[src/ethernet_mac_core_tx_map.svh]
/*
  register offsets, field positions, reset values and limits of the
  ethernet_mac_core transmit queue, address filter and interrupt block.
  assumes: included by bare name from the package and the core module.
*/
`ifndef ETHERNET_MAC_CORE_TX_MAP_SVH
`define ETHERNET_MAC_CORE_TX_MAP_SVH

// ------------------------------------------------------------------
// register byte offsets
// ------------------------------------------------------------------
`define ETHERNET_MAC_CORE_OFS_NCTRL    8'h00
`define ETHERNET_MAC_CORE_OFS_TQPTR    8'h1C
`define ETHERNET_MAC_CORE_OFS_ISTAT    8'h24
`define ETHERNET_MAC_CORE_OFS_IENA     8'h28
`define ETHERNET_MAC_CORE_OFS_IDIS     8'h2C
`define ETHERNET_MAC_CORE_OFS_IMASK    8'h30
`define ETHERNET_MAC_CORE_OFS_PAIR0    8'h90
`define ETHERNET_MAC_CORE_OFS_PAIR_END 8'hB4
`define ETHERNET_MAC_CORE_OFS_MATCH    8'hC0

// ------------------------------------------------------------------
// fields
// ------------------------------------------------------------------
`define ETHERNET_MAC_CORE_NCTRL_TXEN   3
`define ETHERNET_MAC_CORE_D_OWN        31
`define ETHERNET_MAC_CORE_D_WRAP       30
`define ETHERNET_MAC_CORE_D_LAST       15
`define ETHERNET_MAC_CORE_D_LEN_MSB    10
`define ETHERNET_MAC_CORE_IRQ_USED     3
`define ETHERNET_MAC_CORE_IRQ_BUFERR   4
`define ETHERNET_MAC_CORE_IRQ_TXDONE   7

// ------------------------------------------------------------------
// reset values and limits
// ------------------------------------------------------------------
`define ETHERNET_MAC_CORE_IMASK_RST    14'h3FFF
`define ETHERNET_MAC_CORE_MAX_LEN      11'h7FF
`define ETHERNET_MAC_CORE_MAX_BUFS     8'h80
`define ETHERNET_MAC_CORE_NUM_IRQ      14
`define ETHERNET_MAC_CORE_NUM_PAIRS    5

`endif

[src/ethernet_mac_core_tx_pkg.sv]
/*
  types of the ethernet_mac_core transmit queue block.
  assumes: ethernet_mac_core_tx_map.svh on the include path.
*/
`include "ethernet_mac_core_tx_map.svh"

package ethernet_mac_core_tx_pkg;

  // gray codes along idle -> word0 -> word1 -> byte -> send -> next
  typedef enum logic [2:0]
  {
    ETHERNET_MAC_CORE_IDLE = 3'b000,
    ETHERNET_MAC_CORE_RD0  = 3'b001,
    ETHERNET_MAC_CORE_RD1  = 3'b011,
    ETHERNET_MAC_CORE_RDB  = 3'b010,
    ETHERNET_MAC_CORE_SEND = 3'b110,
    ETHERNET_MAC_CORE_NEXT = 3'b111
  } ethernet_mac_core_state_t;

  typedef logic [`ETHERNET_MAC_CORE_NUM_IRQ-1:0] ethernet_mac_core_irq_t;

endpackage

[src/ethernet_mac_core_tx_core.sv]
/*
  ethernet_mac_core: apb register file, transmit descriptor queue walker,
  address filter pairs and combined interrupt.
  assumes: one clock pclk; memory port answers a held request with a
  one-cycle mem_ack carrying mem_rdata; receive side reports its events on
  ext_event as one-cycle pulses.
*/
`timescale 1ns/1ps
`include "ethernet_mac_core_tx_map.svh"

module ethernet_mac_core_tx_core
(
  // apb
  input  wire logic                   pclk,
  input  wire logic                   presetn,
  input  wire logic                   psel,
  input  wire logic                   penable,
  input  wire logic                   pwrite,
  input  wire logic [7:0]             paddr,
  input  wire logic [31:0]            pwdata,
  output logic                        pready,
  output logic [31:0]                 prdata,
  output logic                        pslverr,
  // system memory read port
  output logic                        mem_req,
  output logic [31:0]                 mem_addr,
  input  wire logic                   mem_ack,
  input  wire logic [31:0]            mem_rdata,
  // transmit byte stream
  output logic                        tx_valid,
  output logic [7:0]                  tx_data,
  output logic                        tx_last,
  input  wire logic                   tx_ready,
  // receive side
  input  wire ethernet_mac_core_tx_pkg::ethernet_mac_core_irq_t ext_event,
  output logic [`ETHERNET_MAC_CORE_NUM_PAIRS-1:0]  match_en,
  // interrupt
  output logic                        irq
);
  import ethernet_mac_core_tx_pkg::*;

  // ------------------------------------------------------------------
  // apb decode
  // ------------------------------------------------------------------
  logic        setup;
  logic        access;
  logic        wr;
  logic        hit;
  logic        is_pair;
  logic [31:0] rd_val;
  logic [3:0]  pair_idx;

  logic                 txen_reg;
  logic [31:0]          tqptr_reg;
  ethernet_mac_core_irq_t            istat_reg;
  ethernet_mac_core_irq_t            istat_next;
  ethernet_mac_core_irq_t            imask_reg;
  ethernet_mac_core_irq_t            evt;
  logic [31:0]          pair_reg [0:2*`ETHERNET_MAC_CORE_NUM_PAIRS-1];
  ethernet_mac_core_state_t          st_reg;
  logic [31:0]          dptr_reg;
  logic [31:0]          baddr_reg;
  logic [31:0]          w1_reg;
  logic [10:0]          left_reg;
  logic [7:0]           nbuf_reg;
  logic                 ist_rd_reg;

  assign setup    = psel && !penable;
  assign access   = psel && penable;
  assign wr       = access && pwrite;
  assign is_pair  = (paddr >= `ETHERNET_MAC_CORE_OFS_PAIR0) &&
                    (paddr <= `ETHERNET_MAC_CORE_OFS_PAIR_END) && (paddr[1:0] == 2'b00);
  assign pair_idx = 4'((paddr - `ETHERNET_MAC_CORE_OFS_PAIR0) >> 2);
  assign pready   = 1'b1;

  always_comb
  begin
    hit    = 1'b1;
    rd_val = 32'h0000_0000;
    if (is_pair)
      rd_val = pair_reg[pair_idx];
    else
      unique case (paddr)
        `ETHERNET_MAC_CORE_OFS_NCTRL: rd_val[`ETHERNET_MAC_CORE_NCTRL_TXEN] = txen_reg;
        `ETHERNET_MAC_CORE_OFS_TQPTR: rd_val = dptr_reg;
        `ETHERNET_MAC_CORE_OFS_ISTAT: rd_val[`ETHERNET_MAC_CORE_NUM_IRQ-1:0] = istat_reg;
        `ETHERNET_MAC_CORE_OFS_IMASK: rd_val[`ETHERNET_MAC_CORE_NUM_IRQ-1:0] = imask_reg;
        `ETHERNET_MAC_CORE_OFS_MATCH: rd_val[`ETHERNET_MAC_CORE_NUM_PAIRS-1:0] = match_en;
        `ETHERNET_MAC_CORE_OFS_IENA, `ETHERNET_MAC_CORE_OFS_IDIS: rd_val = 32'h0000_0000;
        default: hit = 1'b0;
      endcase
  end

  // read data is captured in setup so it is stable through access
  always_ff @(posedge pclk or negedge presetn)
  begin
    if (!presetn)
    begin
      prdata     <= 32'h0000_0000;
      pslverr    <= 1'b0;
      ist_rd_reg <= 1'b0;
    end
    else if (setup)
    begin
      prdata     <= pwrite ? 32'h0000_0000 : rd_val;
      pslverr    <= !hit;
      ist_rd_reg <= !pwrite && (paddr == `ETHERNET_MAC_CORE_OFS_ISTAT);
    end
  end

  // ------------------------------------------------------------------
  // control registers
  // ------------------------------------------------------------------
  always_ff @(posedge pclk or negedge presetn)
  begin
    if (!presetn)
    begin
      txen_reg  <= 1'b0;
      tqptr_reg <= 32'h0000_0000;
    end
    else if (wr && paddr == `ETHERNET_MAC_CORE_OFS_NCTRL)
      txen_reg  <= pwdata[`ETHERNET_MAC_CORE_NCTRL_TXEN];
    else if (wr && paddr == `ETHERNET_MAC_CORE_OFS_TQPTR)
      tqptr_reg <= {pwdata[31:2], 2'b00};
  end

  // ------------------------------------------------------------------
  // address filter pairs
  // ------------------------------------------------------------------
  // writes are taken in any state; reception has no say here
  genvar g;
  generate
    for (g = 0; g < `ETHERNET_MAC_CORE_NUM_PAIRS; g++)
    begin : g_pair
      always_ff @(posedge pclk or negedge presetn)
      begin
        if (!presetn)
        begin
          pair_reg[2*g]   <= 32'h0000_0000;
          pair_reg[2*g+1] <= 32'h0000_0000;
          match_en[g]     <= 1'b0;
        end
        else if (wr && is_pair && pair_idx == 4'(2*g))
        begin
          pair_reg[2*g] <= pwdata;
          match_en[g]   <= 1'b0;
        end
        else if (wr && is_pair && pair_idx == 4'(2*g+1))
        begin
          pair_reg[2*g+1] <= {16'h0000, pwdata[15:0]};
          match_en[g]     <= 1'b1;
        end
      end
    end
  endgenerate

  // ------------------------------------------------------------------
  // interrupts
  // ------------------------------------------------------------------
  logic ev_used;
  logic ev_buferr;
  logic ev_done;

  always_comb
  begin
    evt                      = ext_event;
    evt[`ETHERNET_MAC_CORE_IRQ_USED]      = ext_event[`ETHERNET_MAC_CORE_IRQ_USED] | ev_used;
    evt[`ETHERNET_MAC_CORE_IRQ_BUFERR]    = ext_event[`ETHERNET_MAC_CORE_IRQ_BUFERR] | ev_buferr;
    evt[`ETHERNET_MAC_CORE_IRQ_TXDONE]    = ext_event[`ETHERNET_MAC_CORE_IRQ_TXDONE] | ev_done;
    // clear only what the read returned; a new event still lands
    istat_next = istat_reg;
    if (access && ist_rd_reg)
      istat_next = istat_reg & ~prdata[`ETHERNET_MAC_CORE_NUM_IRQ-1:0];
    istat_next = istat_next | evt;
  end

  always_ff @(posedge pclk or negedge presetn)
  begin
    if (!presetn)
    begin
      istat_reg <= '0;
      imask_reg <= `ETHERNET_MAC_CORE_IMASK_RST;
    end
    else
    begin
      istat_reg <= istat_next;
      if (wr && paddr == `ETHERNET_MAC_CORE_OFS_IENA)
        imask_reg <= imask_reg & ~pwdata[`ETHERNET_MAC_CORE_NUM_IRQ-1:0];
      else if (wr && paddr == `ETHERNET_MAC_CORE_OFS_IDIS)
        imask_reg <= imask_reg | pwdata[`ETHERNET_MAC_CORE_NUM_IRQ-1:0];
    end
  end

  // mask bit one means disabled
  always_ff @(posedge pclk or negedge presetn)
  begin
    if (!presetn)
      irq <= 1'b0;
    else
      irq <= |(istat_next & ~imask_reg);
  end

  // ------------------------------------------------------------------
  // descriptor walker
  // ------------------------------------------------------------------
  logic [10:0] len_w1;
  assign len_w1 = mem_rdata[`ETHERNET_MAC_CORE_D_LEN_MSB:0];

  always_ff @(posedge pclk or negedge presetn)
  begin
    if (!presetn)
    begin
      st_reg    <= ETHERNET_MAC_CORE_IDLE;
      dptr_reg  <= 32'h0000_0000;
      baddr_reg <= 32'h0000_0000;
      w1_reg    <= 32'h0000_0000;
      left_reg  <= 11'h000;
      nbuf_reg  <= 8'h00;
      mem_req   <= 1'b0;
      mem_addr  <= 32'h0000_0000;
      tx_valid  <= 1'b0;
      tx_data   <= 8'h00;
      tx_last   <= 1'b0;
      ev_used   <= 1'b0;
      ev_buferr <= 1'b0;
      ev_done   <= 1'b0;
    end
    else
    begin
      ev_used   <= 1'b0;
      ev_buferr <= 1'b0;
      ev_done   <= 1'b0;
      if (wr && paddr == `ETHERNET_MAC_CORE_OFS_TQPTR)
        dptr_reg <= {pwdata[31:2], 2'b00};
      unique case (st_reg)
        ETHERNET_MAC_CORE_IDLE:
          if (txen_reg && !(wr && paddr == `ETHERNET_MAC_CORE_OFS_TQPTR))
          begin
            st_reg   <= ETHERNET_MAC_CORE_RD0;
            mem_req  <= 1'b1;
            mem_addr <= dptr_reg;
          end
        ETHERNET_MAC_CORE_RD0:
          if (mem_ack)
          begin
            baddr_reg <= mem_rdata;
            mem_addr  <= dptr_reg + 32'h0000_0004;
            st_reg    <= ETHERNET_MAC_CORE_RD1;
          end
        ETHERNET_MAC_CORE_RD1:
          if (mem_ack)
          begin
            w1_reg <= mem_rdata;
            if (mem_rdata[`ETHERNET_MAC_CORE_D_OWN])
            begin
              // software still holds it: back to idle, then re-read the same entry while enabled
              mem_req <= 1'b0;
              ev_used <= 1'b1;
              st_reg  <= ETHERNET_MAC_CORE_IDLE;
            end
            else if (len_w1 == 11'h000 ||
                     nbuf_reg == `ETHERNET_MAC_CORE_MAX_BUFS)
            begin
              mem_req   <= 1'b0;
              ev_buferr <= 1'b1;
              nbuf_reg  <= 8'h00;
              st_reg    <= ETHERNET_MAC_CORE_NEXT;
            end
            else
            begin
              left_reg <= len_w1;
              nbuf_reg <= nbuf_reg + 8'h01;
              mem_addr <= {baddr_reg[31:2], 2'b00};
              st_reg   <= ETHERNET_MAC_CORE_RDB;
            end
          end
        ETHERNET_MAC_CORE_RDB:
          if (mem_ack)
          begin
            // byte lane picked from the buffer address
            mem_req  <= 1'b0;
            tx_data  <= 8'(mem_rdata >> {baddr_reg[1:0], 3'b000});
            tx_last  <= (left_reg == 11'h001) && w1_reg[`ETHERNET_MAC_CORE_D_LAST];
            tx_valid <= 1'b1;
            st_reg   <= ETHERNET_MAC_CORE_SEND;
          end
        ETHERNET_MAC_CORE_SEND:
          if (tx_ready)
          begin
            tx_valid  <= 1'b0;
            tx_last   <= 1'b0;
            baddr_reg <= baddr_reg + 32'h0000_0001;
            left_reg  <= left_reg - 11'h001;
            if (left_reg != 11'h001)
            begin
              mem_req  <= 1'b1;
              mem_addr <= {baddr_reg[31:2] + 30'((baddr_reg[1:0] == 2'b11)),
                           2'b00};
              st_reg   <= ETHERNET_MAC_CORE_RDB;
            end
            else
            begin
              if (w1_reg[`ETHERNET_MAC_CORE_D_LAST])
              begin
                ev_done  <= 1'b1;
                nbuf_reg <= 8'h00;
              end
              st_reg <= ETHERNET_MAC_CORE_NEXT;
            end
          end
        ETHERNET_MAC_CORE_NEXT:
        begin
          if (w1_reg[`ETHERNET_MAC_CORE_D_WRAP])
            dptr_reg <= tqptr_reg;
          else
            dptr_reg <= dptr_reg + 32'h0000_0008;
          st_reg <= ETHERNET_MAC_CORE_IDLE;
        end
      endcase
      if (!txen_reg)
      begin
        // disabling stops at once and rewinds to the queue start
        st_reg   <= ETHERNET_MAC_CORE_IDLE;
        mem_req  <= 1'b0;
        tx_valid <= 1'b0;
        tx_last  <= 1'b0;
        nbuf_reg <= 8'h00;
        dptr_reg <= tqptr_reg;
      end
    end
  end
endmodule // ethernet_mac_core_tx_core

[config.mk]
export PLATFORM = sky130hd
export DESIGN_NAME = ethernet_mac_core_tx_core
export DESIGN_NICKNAME = d
export VERILOG_FILES = /design/src/ethernet_mac_core_tx_pkg.sv /design/src/ethernet_mac_core_tx_core.sv
export VERILOG_INCLUDE_DIRS = /design/src /design/src/src
export SDC_FILE = /design/constraint.sdc
export NUM_CORES = 1
export LEC_CHECK = 0
export BUFFER_PORTS_ARGS = -buffer_cell sky130_fd_sc_hd__buf_2
export CORE_MARGIN = 3
export CORE_UTILIZATION = 58
export DETAILED_ROUTE_END_ITERATION = 16
export PLACE_DENSITY = 0.79
export SETUP_SLACK_MARGIN = 0.5
export SLEW_MARGIN = 20
export SYNTH_ARGS = -nofsm -noshare
export SYNTH_HDL_FRONTEND = slang
export SYNTH_SLANG_ARGS = --single-unit
[constraint.sdc]
create_clock -name pclk -period 2.7 [get_ports pclk]
set_input_delay 0.27 -clock pclk [delete_from_list [all_inputs] [get_ports pclk]]
set_output_delay 0.27 -clock pclk [all_outputs]
set_load 0.02 [all_outputs]
==> flow_metrics.py <==
metrics = {
    "status": {
        "status": "completed",
    },
    "route": {
        "drcViolationCount": 0,
        "num_vias": 21347,
        "post_drt_wl_per_cell_um": 24.7,
        "ant_nets": 0,
        "drt-total-wl_mm": 78.7,
        "dr.first_iter.drc_count": 2545,
        "viasPerCell": 6.70,
        "first_pass_iters": 6,
    },
    "logic_synthesis": {
        "synth_cells": 2373,
        "syn_area_um2": 24800,
        "ys_ff_latch": 469,
        "synth_top_area_share_pct": 45.9,
        "synth_top_area_cell": "dfrtp_1",
        "synthAdderAreaFrac_pct": 0.757,
        "syn_avg_cell_area_um2": 10.4,
        "ys_warn_count": 0,
        "synth-async-reset-ratio_pct": 100,
        "synth-edff-count": 0,
        "synth_top_family_by_area": "multiplexers",
        "yosys.cell_types.count": 83,
        "synthXorXnorAreaFrac_pct": 1.63,
        "synth_compound_area_share_pct": 14.6,
        "synthSimpleGateAreaFrac_pct": 13.2,
        "synthFlopType": "dfrtp_1",
        "synth.area.mux_share_pct": 18.5,
        "synth_area_leaders": "dfrtp_1 (46%), mux2_2 (12%), mux4_2 (5.1%)",
        "seq_area_frac_synth_pct": 47.4,
    },
    "placement": {
        "placedCellCount": 3023,
        "hpwl_mm": 53.0,
        "dp_slack_ps": -175,
        "portBuffers": 172,
        "place_congestion": 0.958,
    },
    "sta": {
        "fin_crit_sh_pct": 80.4,
        "fmax_mhz": 461,
        "skew_ps": 37.4,
        "fin_ws_ps": 530,
        "finalSetupViolCount": 0,
        "slew_violations": 0,
        "hold_violations": 0,
        "tightest_slew_ps": 784,
        "relSlewSlack_pct": 47.4,
        "fin_crit_ps": 2170,
        "rsz0062_at_grt": "yes",
    },
    "cts": {
        "clock_sinks": 469,
        "clock_latency_ps": 620,
        "cts_inserted_buffers": 49,
        "clockBufferDepth": 3,
        "htreeDepth": 2,
        "root_buffer": "clkbuf_16",
        "path_clk_slew_ps": 70,
        "cts_tree": "yes",
    },
    "power_and_ir_drop": {
        "power_uw": 25200,
        "p_per_area_nw_per_um2": 851,
        "peakVddDrop_v": 0.000654,
        "p_leak_uw": 0.0136,
    },
    "global_routing": {
        "first_global_vias": 21169,
        "use_met3_pct": 6.13,
        "antenna_found_initial": 2,
        "grt_pass1_wl_mm": 122,
        "grt_max_degree": 86,
        "busiest_layer": "met2",
        "grt-ovfl-total": 0,
        "met2_usage_pct": 56.8,
        "met1_usage_pct": 45.0,
        "grt_usage_pct": 34.4,
    },
    "min_path": {
        "min_from": "mem_rdata[22]",
        "hold_class": "primary input to flop",
    },
    "critical_path": {
        "cp_max_fo": 19,
        "regToRegEndpoint": "mem_addr[29]$_DFFE_PN0P_",
        "endpoint": "mem_addr[29]$_DFFE_PN0P_",
        "crit_required_ps": 3190,
        "ff2ff_setup_slack_ps": 530,
        "worstSetupPathType": "flop to flop",
        "critPathLaunchType": "flop",
        "arrival_ps": 2670,
        "startpoint": "st_reg[1]$_DFFE_PN0P_",
        "crit_path_end_kind": "flop",
        "rr_worst_depth": 6,
        "worst_r2r_startpoint": "st_reg[1]$_DFFE_PN0P_",
    },
    "final_layout": {
        "largest_reg_flops": 240,
        "instances_no_fill": 3188,
        "drive_gt1_share_pct": 33.1,
        "post-route-util_pct": 70.5,
        "area_growth_pct": 19.6,
        "nets": 2717,
    },
    "flow_run": {
        "maxCapViolations": 0,
    },
    "die": {
        "start_util_pct": 59.0,
        "fp.dieW_um": 213,
        "core_area_um2": 42000,
        "placementRows": 75,
        "pin_count": 176,
        "die_area_um2": 45300,
        "die_y_um": 213,
    },
}
synth_stat cells, types with 6 or more instances:
master and number:
nor3_1 36, clkbuf_1 147, nand2_1 276, and2_1 9, o22a_1 13, o31ai_1 10, nor2_1 134, nor3b_1 11
a31oi_1 20, o22ai_1 32, nand2b_1 9, xor2_1 13, xnor2_1 33, mux4_2 56, and3_1 29, a211oi_1 7
buf_1 15, a221oi_1 17, mux2_4 9, and4_1 10, buf_2 36, nor2b_1 9, nor4_1 24, a22oi_1 67
inv_1 36, nand3_1 68, dfstp_2 14, dfrtp_1 455, nand4_1 37, ha_1 15, o41ai_1 6, a21oi_1 138
a32oi_1 6, mux2i_1 12, a22o_1 23, mux2_2 269, o21ai_0 148, a21o_1 21, or3_1 10
report_power, final:
part           switching (uW)  total, uW  internal (uW)
logic                    5020       8430           3410
registers                1320       9340           8020
clock network            2970       7470           4500
cell type report:
class                           count  area (um^2)
Timing Repair Buffer              387         2770
Tap cell                          539          674
Clock inverter                     21          349
Antenna cell                        2         5.00
Clock buffer                       68         1440
Inverter                           38          164
Fill cell                        2919        12400
Multi-Input combinational cell   1664        12500
Sequential cell                   469        11800
cells by family after synthesis:
logic type / count (synthesis)
flip-flops: 469
buffers and inverters: 241
XOR/XNOR: 46
AND/OR/NAND/NOR: 688
adder cells (fa/ha/maj): 15
other: 2
AO/OA/AOI/OAI: 562
multiplexers: 350
through the flow:
| step | cell area, um^2 | setup TNS (ps) | hold WS, ps |
|---|---|---|---|
| finish | 29600 | 0 | 18.1 |
| global placement | 26800 | -138 | 294 |
| floorplan | 24900 | 0 | -25.6 |
| global route | 29600 | 0 | 38.1 |
| CTS | 29200 | 0 | 1.19 |
| detailed placement | 26800 | -175 | 296 |
routing by layer:
layer	wire (um)	part of all wire (%)
met5	0	0
met4	3740	4.8
met3	6920	8.8
met2	38100	48
met1	30000	38
how the worst min path moves through the flow:
stage / end / slack [ps] / cells past startpoint
6_report: baddr_reg[22]$_DFFE_PN0P_ / 20 / 3
5_1_grt: baddr_reg[22]$_DFFE_PN0P_ / 40 / 3
4_1_cts: baddr_reg[22]$_DFFE_PN0P_ / 1 / 3
3_5_place_dp: dptr_reg[21]$_DFFE_PN0P_ / 300 / 1
3_3_place_gp: dptr_reg[21]$_DFFE_PN0P_ / 290 / 1
2_1_floorplan: baddr_reg[0]$_DFFE_PN0P_ / -30 / 0
placed cells by master (no fill, tap or decap), types with 41 or more instances in the layout:
cell type / n
nand3_1: 62
a22oi_1: 65
dfrtp_1: 436
nor2_1: 128
buf_4: 156
a21oi_1: 137
o21ai_0: 144
mux2_2: 269
clkbuf_16: 50
buf_2: 170
dlygate4sd3_1: 41
mux4_2: 56
nand2_1: 270
worst max-delay path, cell delays in order (launching register included):
cell and delay, ps:
dfrtp_2 480, clkinv_1 80, nor2_1 60, a222oi_1 470, o2111ai_4 330, buf_12 240
o41ai_1 360
what timing repair did:
item                                    CTS  global route
resized for setup                        42            59
hold buffers                             41             0
buffers inserted                          8            24
cloned                                    0             1
endpoints found under the setup margin   71            67
pin swaps                                10            20
hold endpoints to repair                101             0
No activity file was read; power rests on OpenSTA's default activity.
